### config.mk
export PLATFORM = sky130hd
export DESIGN_NAME = scss_top
export DESIGN_NICKNAME = d
export VERILOG_FILES = /design/src/include/scss_pkg.sv /design/src/rtl/scss_ext_monitor.sv /design/src/rtl/scss_top.sv
export SDC_FILE = /design/constraint.sdc
export NUM_CORES = 1
export LEC_CHECK = 0
export ABC_AREA = 1
export BUFFER_PORTS_ARGS = -buffer_cell sky130_fd_sc_hd__buf_2
export CAP_MARGIN = 25
export CORE_ASPECT_RATIO = 0.7
export CORE_MARGIN = 5
export CORE_UTILIZATION = 49
export CTS_BUF_LIST = sky130_fd_sc_hd__clkbuf_4
export DETAILED_ROUTE_END_ITERATION = 12
export PLACE_DENSITY = 0.82
export SYNTH_ARGS = -nofsm -noshare
export SYNTH_HDL_FRONTEND = slang
export SYNTH_HIERARCHICAL = 1
export SYNTH_SLANG_ARGS = --single-unit
### constraint.sdc
create_clock -name sys_clk_i -period 2.3 [get_ports sys_clk_i]
set_input_delay 0 -clock sys_clk_i [delete_from_list [all_inputs] [get_ports sys_clk_i]]
set_output_delay 0 -clock sys_clk_i [all_outputs]
set_load 0.05 [all_outputs]
### src/include/scss_pkg.sv
package scss_pkg;
    // Register byte offsets on the APB bus.
    localparam logic [11:0] OFS_REQ = 12'h000;
    localparam logic [11:0] OFS_STAT = 12'h004;
    localparam logic [11:0] OFS_IRQ_STS = 12'h008;
    localparam logic [11:0] OFS_IRQ_MSK = 12'h00C;
    localparam logic [11:0] OFS_INFO = 12'h010;
    // Field positions inside the request and status registers.
    localparam int SRC_LSB = 4;
    localparam int DIV_LSB = 0;
    localparam int UNIMP_BIT = 7;
    // Source and PLL combination codes.
    localparam logic [2:0] SRC_EXT = 3'h7;
    localparam logic [2:0] SRC_FAST = 3'h6;
    localparam logic [2:0] SRC_SLOW = 3'h5;
    localparam logic [2:0] SRC_SEC = 3'h4;
    localparam logic [2:0] SRC_RSV_HI = 3'h3;
    localparam logic [2:0] SRC_EXT_PLL = 3'h2;
    localparam logic [2:0] SRC_RSV_LO = 3'h1;
    localparam logic [2:0] FUSE_FAST_64 = 3'h0;
    // Postscaler codes, powers of two.
    localparam logic [3:0] DIV_1 = 4'h0;
    localparam logic [3:0] DIV_4 = 4'h2;
    localparam logic [3:0] DIV_MAX = 4'h9;
    // Internal frequency selections used at reset.
    localparam logic [3:0] FREQ_4MHZ = 4'h2;
    localparam logic [3:0] FREQ_64MHZ = 4'h8;
    // Reset values of the state held before the fuses are loaded.
    localparam logic [2:0] RST_SRC = 3'h6;
    localparam logic [3:0] RST_DIV = 4'h0;
    localparam logic [2:0] RST_IRQ = 3'h0;
    // External mode fuse codes.
    localparam logic [2:0] EXT_CLK_LOW = 3'h0;
    localparam logic [2:0] EXT_CLK_MED = 3'h1;
    localparam logic [2:0] EXT_CLK_HIGH = 3'h2;
    localparam logic [2:0] EXT_LP_XTAL = 3'h3;
    localparam logic [2:0] EXT_MED_RES = 3'h4;
    localparam logic [2:0] EXT_HIGH_RES = 3'h5;
    // Interrupt event bit positions.
    localparam int EV_DONE = 0;
    localparam int EV_FAIL = 1;
    localparam int EV_REJECT = 2;
    localparam int EV_NUM = 3;
    // Timing.
    localparam int CLK_MHZ = 100;
    localparam int FAIL_TIMEOUT_NS = 2000;
    localparam int FAIL_TIMEOUT_CYC = (FAIL_TIMEOUT_NS * CLK_MHZ) / 1000;
    localparam int OST_TICKS = 1024;
    // Clock switch sequencer states, Gray coded.
    typedef enum logic [1:0]
    {
        ST_IDLE = 2'b00,
        ST_WAIT = 2'b01,
        ST_SWITCH = 2'b11
    } scss_state_e;
endpackage

### src/rtl/scss_ext_monitor.sv
// Startup timer and loss detector for the external oscillator.
module scss_ext_monitor
(
    input wire logic sys_clk_i,
    input wire logic sys_rst_i,
    input wire logic clk_en_i,
    input wire logic ext_tick_i,
    input wire logic watch_i,
    input wire logic crystal_i,
    output logic stable_o,
    output logic fail_o
);
    logic [10:0] ost_cnt_r;
    logic [7:0] idle_cnt_r;
    logic ost_done;
    logic timed_out;

    assign ost_done = (ost_cnt_r == 11'(scss_pkg::OST_TICKS));
    assign timed_out = (idle_cnt_r == 8'(scss_pkg::FAIL_TIMEOUT_CYC));
    // Clock inputs need no startup count, only crystals and resonators do.
    assign stable_o = watch_i && (!crystal_i || ost_done);
    assign fail_o = watch_i && timed_out;

    // Counts oscillator ticks; restarts whenever the oscillator is dropped or lost.
    always_ff @(posedge sys_clk_i or posedge sys_rst_i)
    begin
        if (sys_rst_i)
            ost_cnt_r <= 11'h000;
        else if (clk_en_i)
        begin
            if (!watch_i || timed_out)
                ost_cnt_r <= 11'h000;
            else if (ext_tick_i && !ost_done)
                ost_cnt_r <= ost_cnt_r + 11'h001;
        end
    end

    // Counts system cycles since the last tick and saturates at the timeout.
    always_ff @(posedge sys_clk_i or posedge sys_rst_i)
    begin
        if (sys_rst_i)
            idle_cnt_r <= 8'h00;
        else if (clk_en_i)
        begin
            if (!watch_i || ext_tick_i)
                idle_cnt_r <= 8'h00;
            else if (!timed_out)
                idle_cnt_r <= idle_cnt_r + 8'h01;
        end
    end
endmodule

### src/rtl/scss_top.sv
// Chosen here: the APB slave port and the register offsets.
module scss_top
(
    input wire logic sys_clk_i,
    input wire logic sys_rst_i,
    input wire logic clk_en_i,
    input wire logic psel_i,
    input wire logic penable_i,
    input wire logic pwrite_i,
    input wire logic [11:0] paddr_i,
    input wire logic [31:0] pwdata_i,
    output logic [31:0] prdata_o,
    output logic pready_o,
    output logic pslverr_o,
    input wire logic [2:0] reset_source_fuse_i,
    input wire logic [2:0] external_mode_fuse_i,
    input wire logic switch_permit_fuse_i,
    input wire logic ext_tick_i,
    input wire logic ext_ready_i,
    input wire logic fast_ready_i,
    input wire logic slow_ready_i,
    input wire logic sec_ready_i,
    input wire logic pll_lock_i,
    output logic [2:0] clk_src_sel_o,
    output logic [3:0] clk_div_o,
    output logic [3:0] int_freq_sel_o,
    output logic [2:0] ext_mode_o,
    output logic switch_done_o,
    output logic irq_o
);
    localparam int EV_BITS = scss_pkg::EV_NUM;
    localparam int UNIMP = scss_pkg::UNIMP_BIT;
    localparam int EV_FAIL_B = scss_pkg::EV_FAIL;

    logic loaded_r;
    logic [2:0] fuse_src_r;
    logic [2:0] ext_mode_r;
    logic permit_r;
    logic [2:0] req_src_r;
    logic [3:0] req_div_r;
    logic [2:0] cur_src_r;
    logic [3:0] cur_div_r;
    logic [3:0] freq_r;
    logic [EV_BITS-1:0] irq_sts_r;
    logic [EV_BITS-1:0] irq_msk_r;
    logic [EV_BITS-1:0] events;
    logic [31:0] prdata_r;
    logic [31:0] rd_nxt;
    scss_pkg::scss_state_e state_r;
    scss_pkg::scss_state_e state_nxt;
    logic access;
    logic wr_access;
    logic rd_setup;
    logic mapped;
    logic wr_req;
    logic rsv_wr;
    logic tgt_ready;
    logic crystal;
    logic ext_stable;
    logic ext_fail;
    logic cur_is_ext;
    logic req_is_ext;
    logic fail_d_r;
    logic fallback;
    logic done;

    // Default source for a given fuse; reserved fuse codes fall back to fast internal.
    function automatic logic [2:0] fuse_src(input logic [2:0] f);
        if (f == scss_pkg::FUSE_FAST_64 || f == scss_pkg::SRC_RSV_HI
            || f == scss_pkg::SRC_RSV_LO)
            return scss_pkg::SRC_FAST;
        return f;
    endfunction

    // Default divider for a given fuse.
    function automatic logic [3:0] fuse_div(input logic [2:0] f);
        return (f == scss_pkg::SRC_FAST) ? scss_pkg::DIV_4 : scss_pkg::DIV_1;
    endfunction

    // APB decode; the slave never waits once the fuses are loaded.
    assign access = psel_i && penable_i && pready_o;
    assign wr_access = access && pwrite_i;
    assign rd_setup = psel_i && !penable_i && !pwrite_i;
    assign mapped = paddr_i == scss_pkg::OFS_REQ || paddr_i == scss_pkg::OFS_STAT
        || paddr_i == scss_pkg::OFS_IRQ_STS || paddr_i == scss_pkg::OFS_IRQ_MSK
        || paddr_i == scss_pkg::OFS_INFO;
    assign pready_o = loaded_r;
    assign pslverr_o = psel_i && penable_i && !mapped;
    assign prdata_o = prdata_r;
    assign wr_req = clk_en_i && wr_access && paddr_i == scss_pkg::OFS_REQ;
    // A reserved divider is dropped as well, so the postscaler never sees one.
    assign rsv_wr = pwdata_i[6:4] == scss_pkg::SRC_RSV_HI
        || pwdata_i[6:4] == scss_pkg::SRC_RSV_LO
        || pwdata_i[3:0] > scss_pkg::DIV_MAX;

    // Crystal and resonator modes need the startup count; clock inputs do not.
    assign crystal = ext_mode_r == scss_pkg::EXT_LP_XTAL
        || ext_mode_r == scss_pkg::EXT_MED_RES
        || ext_mode_r == scss_pkg::EXT_HIGH_RES;
    assign cur_is_ext = cur_src_r == scss_pkg::SRC_EXT || cur_src_r == scss_pkg::SRC_EXT_PLL;
    assign req_is_ext = req_src_r == scss_pkg::SRC_EXT || req_src_r == scss_pkg::SRC_EXT_PLL;

    scss_ext_monitor u_mon
    (
        .sys_clk_i(sys_clk_i),
        .sys_rst_i(sys_rst_i),
        .clk_en_i(clk_en_i),
        .ext_tick_i(ext_tick_i),
        .watch_i(loaded_r && (cur_is_ext || req_is_ext)),
        .crystal_i(crystal),
        .stable_o(ext_stable),
        .fail_o(ext_fail)
    );

    // Readiness of the requested source and PLL combination.
    always_comb
    begin
        case (req_src_r)
            scss_pkg::SRC_EXT: tgt_ready = ext_ready_i && ext_stable;
            scss_pkg::SRC_EXT_PLL: tgt_ready = ext_ready_i && ext_stable && pll_lock_i;
            scss_pkg::SRC_FAST: tgt_ready = fast_ready_i;
            scss_pkg::SRC_SLOW: tgt_ready = slow_ready_i;
            scss_pkg::SRC_SEC: tgt_ready = sec_ready_i;
            default: tgt_ready = 1'b0;
        endcase
    end

    // Fallback fires once, on the cycle the loss appears while running external.
    assign fallback = ext_fail && !fail_d_r && cur_is_ext && loaded_r;
    assign done = cur_src_r == req_src_r && cur_div_r == req_div_r;
    assign switch_done_o = done;

    // Fuses are straps: caught on the first enabled edge after reset release.
    always_ff @(posedge sys_clk_i or posedge sys_rst_i)
    begin
        if (sys_rst_i)
        begin
            loaded_r <= 1'b0;
            fuse_src_r <= scss_pkg::RST_SRC;
            ext_mode_r <= scss_pkg::EXT_CLK_LOW;
            permit_r <= 1'b0;
            freq_r <= scss_pkg::FREQ_4MHZ;
            fail_d_r <= 1'b0;
        end
        else if (clk_en_i)
        begin
            fail_d_r <= ext_fail;
            if (!loaded_r)
            begin
                loaded_r <= 1'b1;
                fuse_src_r <= reset_source_fuse_i;
                ext_mode_r <= external_mode_fuse_i;
                permit_r <= switch_permit_fuse_i;
                freq_r <= (reset_source_fuse_i == scss_pkg::FUSE_FAST_64)
                    ? scss_pkg::FREQ_64MHZ : scss_pkg::FREQ_4MHZ;
            end
        end
    end

    // Request register: fuse defaults, then guarded software writes.
    always_ff @(posedge sys_clk_i or posedge sys_rst_i)
    begin
        if (sys_rst_i)
        begin
            req_src_r <= scss_pkg::RST_SRC;
            req_div_r <= scss_pkg::RST_DIV;
        end
        else if (clk_en_i)
        begin
            if (!loaded_r)
            begin
                req_src_r <= fuse_src(reset_source_fuse_i);
                req_div_r <= fuse_div(reset_source_fuse_i);
            end
            else if (fallback)
                req_src_r <= scss_pkg::SRC_FAST;
            else if (wr_req && permit_r && !rsv_wr)
            begin
                req_src_r <= pwdata_i[6:4];
                req_div_r <= pwdata_i[3:0];
            end
        end
    end

    // Sequencer: wait for the new source, then move in one clean step.
    always_comb
    begin
        state_nxt = state_r;
        case (state_r)
            scss_pkg::ST_IDLE:
                if (loaded_r && !done)
                    state_nxt = scss_pkg::ST_WAIT;
            scss_pkg::ST_WAIT:
                if (done)
                    state_nxt = scss_pkg::ST_IDLE;
                else if (tgt_ready)
                    state_nxt = scss_pkg::ST_SWITCH;
            scss_pkg::ST_SWITCH:
                state_nxt = scss_pkg::ST_IDLE;
            default:
                state_nxt = scss_pkg::ST_IDLE;
        endcase
    end

    always_ff @(posedge sys_clk_i or posedge sys_rst_i)
    begin
        if (sys_rst_i)
            state_r <= scss_pkg::ST_IDLE;
        else if (clk_en_i)
            state_r <= fallback ? scss_pkg::ST_IDLE : state_nxt;
    end

    // Current source and divider follow the request through the sequencer; a fallback forces the fast source directly.
    always_ff @(posedge sys_clk_i or posedge sys_rst_i)
    begin
        if (sys_rst_i)
        begin
            cur_src_r <= scss_pkg::RST_SRC;
            cur_div_r <= scss_pkg::RST_DIV;
        end
        else if (clk_en_i)
        begin
            if (!loaded_r)
            begin
                cur_src_r <= fuse_src(reset_source_fuse_i);
                cur_div_r <= fuse_div(reset_source_fuse_i);
            end
            else if (fallback)
                cur_src_r <= scss_pkg::SRC_FAST;
            else if (state_r == scss_pkg::ST_SWITCH)
            begin
                cur_src_r <= req_src_r;
                cur_div_r <= req_div_r;
            end
        end
    end

    assign clk_src_sel_o = cur_src_r;
    assign clk_div_o = cur_div_r;
    assign int_freq_sel_o = freq_r;
    assign ext_mode_o = ext_mode_r;

    // Events: switch finished, clock lost, request write dropped.
    assign events[scss_pkg::EV_DONE] = state_r == scss_pkg::ST_SWITCH;
    assign events[scss_pkg::EV_FAIL] = fallback;
    assign events[scss_pkg::EV_REJECT] = wr_req && (!permit_r || rsv_wr);

    // Sticky status, write one to clear; a new event wins over the clear.
    always_ff @(posedge sys_clk_i or posedge sys_rst_i)
    begin
        if (sys_rst_i)
        begin
            irq_sts_r <= scss_pkg::RST_IRQ;
            irq_msk_r <= scss_pkg::RST_IRQ;
        end
        else if (clk_en_i)
        begin
            if (wr_access && paddr_i == scss_pkg::OFS_IRQ_MSK)
                irq_msk_r <= pwdata_i[EV_BITS-1:0];
            if (wr_access && paddr_i == scss_pkg::OFS_IRQ_STS)
                irq_sts_r <= (irq_sts_r & ~pwdata_i[EV_BITS-1:0]) | events;
            else
                irq_sts_r <= irq_sts_r | events;
        end
    end

    assign irq_o = |(irq_sts_r & irq_msk_r);

    // Read data is captured in the setup phase so it comes from a flip-flop.
    always_comb
    begin
        rd_nxt = 32'h0000_0000;
        case (paddr_i)
            scss_pkg::OFS_REQ: rd_nxt[6:0] = {req_src_r, req_div_r};
            scss_pkg::OFS_STAT: rd_nxt[6:0] = {cur_src_r, cur_div_r};
            scss_pkg::OFS_IRQ_STS: rd_nxt[EV_BITS-1:0] = irq_sts_r;
            scss_pkg::OFS_IRQ_MSK: rd_nxt[EV_BITS-1:0] = irq_msk_r;
            scss_pkg::OFS_INFO: rd_nxt[5:0] = {permit_r, ext_stable, tgt_ready,
                cur_is_ext, state_r != scss_pkg::ST_IDLE, done};
            default: rd_nxt = 32'h0000_0000;
        endcase
    end

    // Bit 7 and above stay zero for every register.
    always_ff @(posedge sys_clk_i or posedge sys_rst_i)
    begin
        if (sys_rst_i)
            prdata_r <= 32'h0000_0000;
        else if (clk_en_i && rd_setup)
            prdata_r <= rd_nxt;
    end
endmodule

==> metrics.md <==
| Metric | Value |
|---|---|
| Leakage | 2.406 nW |
| Multi-input gate area | 2172 µm² |
| Pre-Repair DR Iteration Count | 5 |
| Post-synthesis cell area | 4004 µm² |
| Worst vdd ir | about 0.00035 V |
| Post-synth cell types | 44 |
| Vias in the first global route | between 3000 and 4000 |
| Antenna violations before repair | 0 |
| Highest clock rate | approximately 470 MHz |
| Setup violators final | 0 |
| Clock buffer depth | 2 |
| I/O Buffers | 60 |
| Core Region | about 7900 µm² |
| Synth Instances | between 500 and 600 |
| CP max stage delay | 590 ps |
| WS Path Type | flip-flop to flip-flop |
| Final antenna-violating net count | 0 |
| Number of fill cells in the layout | 726 |
| Critical path startpoint | clk_src_sel_o[1] |
| Rel. slew slack | 44.21% |
| CP max-delay cell | dfstp_2 |
| Area delta synth->final | 15.09% |
| Worst Skew | 15.79 ps |
| DR WL/cell | 13.50 µm |
| Reg2Reg Setup Slack | roughly 180 ps |
| Sink Count | 56 |
| PD cells | 696.2 nW/µm² |
| Crit. End Element | flip-flop |
| Dpl hpwl | 8128 µm |
| Final WS setup | 179.8 ps |
| Worst-path clk slew | roughly 160 ps |
| RR Startpoint | clk_src_sel_o[1] |
| Hold WS | around 20 ps |
| Via count | between 3000 and 4000 |
| CP arrival | 2420 ps |
| Seq/Total Area, Yosys | 35.16% |
| Crit Path Max Fanout | 4 |
| Startpoint Class | flip-flop |
| Worst EP required | between 2000 and 3000 ps |
| Clock root buffer | clkbuf_4 |
| Synth top area cells | dfrtp_1 (32%), nand2_1 (17%), nand3_1 (6.3%) |
| Maximum number of pins on one net before global-route repair | 22 |
| Fin util | 58.29% |
| Antenna fix cells | 0 |
| DIE WIDTH | approximately 120 µm |
| First-pass GRT wire length | 17200 µm |
| Final #Nets | 733 |
| Period utilization | roughly 90% |
| Slew Limit Fails | 0 |
| TritonCTS buffer count | 5 |
| Dpl ws | approximately 90 ps |
| Drt via density | 5.156 |
| GRT Overall Usage | 20.39% |
| RSZ-0062 raised after global routing | true |
| Max Cap Violations | 0 |
| Post-synth top area share | 31.88% |
| Ys Warns | 6 |
| Worst min path class | input port to flip-flop |
| Clk Latency, worst-skew pair | 380 ps |
| Hold Crit Start | psel_i |
| Final worst path period need | ~2100 ps |
| Drt drc | 0 |
| Initial Utilization | 50.65% |
| Mean Syn Cell Area | 6.927 µm² |
| Largest area contributor in the netlist | dfrtp_1 |
| Worst Max-Slew Pin Slew | 835.9 ps |
| Synth Register Bits | 56 |
| H-tree Lvls | 2 |
| Post-Route WL | 10370 µm |
| CTS tree | yes |
| Die ar. | 10110 µm² |
| Placer Congestion | ~0.9 |
| Placement Rows | 27 |
| Buf+Inv Stages, Crit Path | 2 |
| Boundary pin count | between 100 and 150 |
| Cell Chain, Critical Path | inv_2, a21oi_4, nand2_1, a21oi_2, inv_2, a21oi_1, nand3_1, nand2_1, nand2_1, nand3_1, nor2_1, nand2_2, nand3_2, nand2_1, nand2_1 |
| Status | complete, no violations |
| Die height | around 86 µm |
| Register area | 1408 µm² |
| Critical Path Most Common Cell | nand2_1 |
| Top Family by Delay on Critical Path | simple AND/OR/NAND/NOR gates |
| Layout cells sized above 1 | 21.59% |
| Final hold vios | 0 |
| Gr ovfl total | 0 |
| Initial drt markers | about 340 |
## through the flow
stage	instances	TNS, ps	power [mW]	instance area [µm²]
after global placement	742	0	2.675	4363
after floorplan	604	0	2.373	4104
after CTS	767	0	3.187	4589
final	768	0	3.208	4608
after detailed placement	742	0	2.720	4363
after global routing	768	-54.94	3.405	4608
## flip-flops by register name, summed over array words and instances, names as in the netlist, 3 cells and up
signal / flops
clk_div_o: 4
clk_src_sel_o: 3
ext_mode_o: 3
irq_msk_r: 3
irq_sts_r: 3
prdata_o: 7
req_div_r: 4
req_src_r: 3
u_mon/idle_cnt_r: 8
u_mon/ost_cnt_r: 11
## layout make-up
class	instances	share of cell area (%)
clock buffer	7	1.140
clock inverter	1	0.08146
inverter	74	6.028
multi-input combinational	439	47.14
sequential	56	30.55
tap	101	2.742
timing repair buffer	90	12.33
## power by group
group	switching, mW	internal [mW]
Clock	0.301	0.142
Combinational	1.08	0.412
Sequential	0.144	1.13
Total	1.52	1.69
## synthesized netlist by cell type (all sizes together)
master,count
o21a,1
nand4,13
clkinv,1
ha,4
dfstp,5
o21bai,3
xor2,3
o21ai,41
clkbuf,2
inv,73
mux2i,1
nand3b,2
nor3,13
xnor2,1
o22ai,1
o211ai,1
dfrtp,51
a31oi,2
nand3,55
a21oi,9
buf,33
nor2,69
or2,2
nor3b,1
and3,1
conb,1
nand2,189
## worst min-delay path: stages
cell     delay (ps)
buf_2           110
nand2_1          70
nor2_2           70
nand2_1          70
o21ai_1          50
## worst paths after layout
path	end	depth (start not counted)
setup reg to reg	state_r[0]	15
min in group asynchronous	u_mon/ost_cnt_r[2]	3
hold reg to reg	int_freq_sel_o[1]	2
hold / removal	irq_sts_r[2]	5
setup / recovery	state_r[0]	15
max in group asynchronous	int_freq_sel_o[1]	4
## per-layer routing
layer / track usage [%] / share of wire (%) / up-vias
met1: 29.40 / 45 / 1799
met2: 30.90 / 43 / 193
met3: 4.087 / 9.5 / 15
li1: - / - / 1953
met5: 0 / 0 / -
met4: 6.458 / 1.8 / 0
## cell usage in the layout (no fill, tap or decap), types with 3 or more instances in the layout
cell,synthesis,routed
nor2_4,3,4
ha_1,4,4
o21bai_1,3,3
inv_2,11,12
dlygate4sd3_1,0,17
dfrtp_1,51,51
buf_2,2,60
conb_1,1,27
nand3_2,5,5
nor3_2,5,5
dfstp_2,5,5
a21oi_1,7,6
o21ai_2,6,6
nor2_1,60,59
o21ai_1,16,16
o21ai_0,19,19
nand4_1,11,11
nand3_1,50,50
nor3_1,7,7
inv_1,62,61
clkbuf_4,0,7
nand2_1,178,177
nand2_2,9,10
xor2_1,3,3
buf_4,29,13
nor2_2,5,5
## kinds of logic (layout without fill, tap and decap cells)
family | Yosys count | count (layout) | synth area share (%)
multiplexers | 1 | 1 | 0.2500
other | 1 | 27 | 0.09366
XOR/XNOR | 4 | 4 | 0.8752
AO/OA/AOI/OAI | 58 | 58 | 8.781
adder cells (fa/ha/maj) | 4 | 4 | 1.250
AND/OR/NAND/NOR | 345 | 345 | 40.22
buffers and inverters | 109 | 172 | 13.37
flip-flops | 56 | 56 | 35.16
## what timing repair did
item	CTS	global route
endpoints found under the setup margin	0	15
gates resized for setup	0	3
buffers inserted	0	1
hold endpoints to repair	56	0
hold buffers	17	0
(Power assumes the default switching activity.)
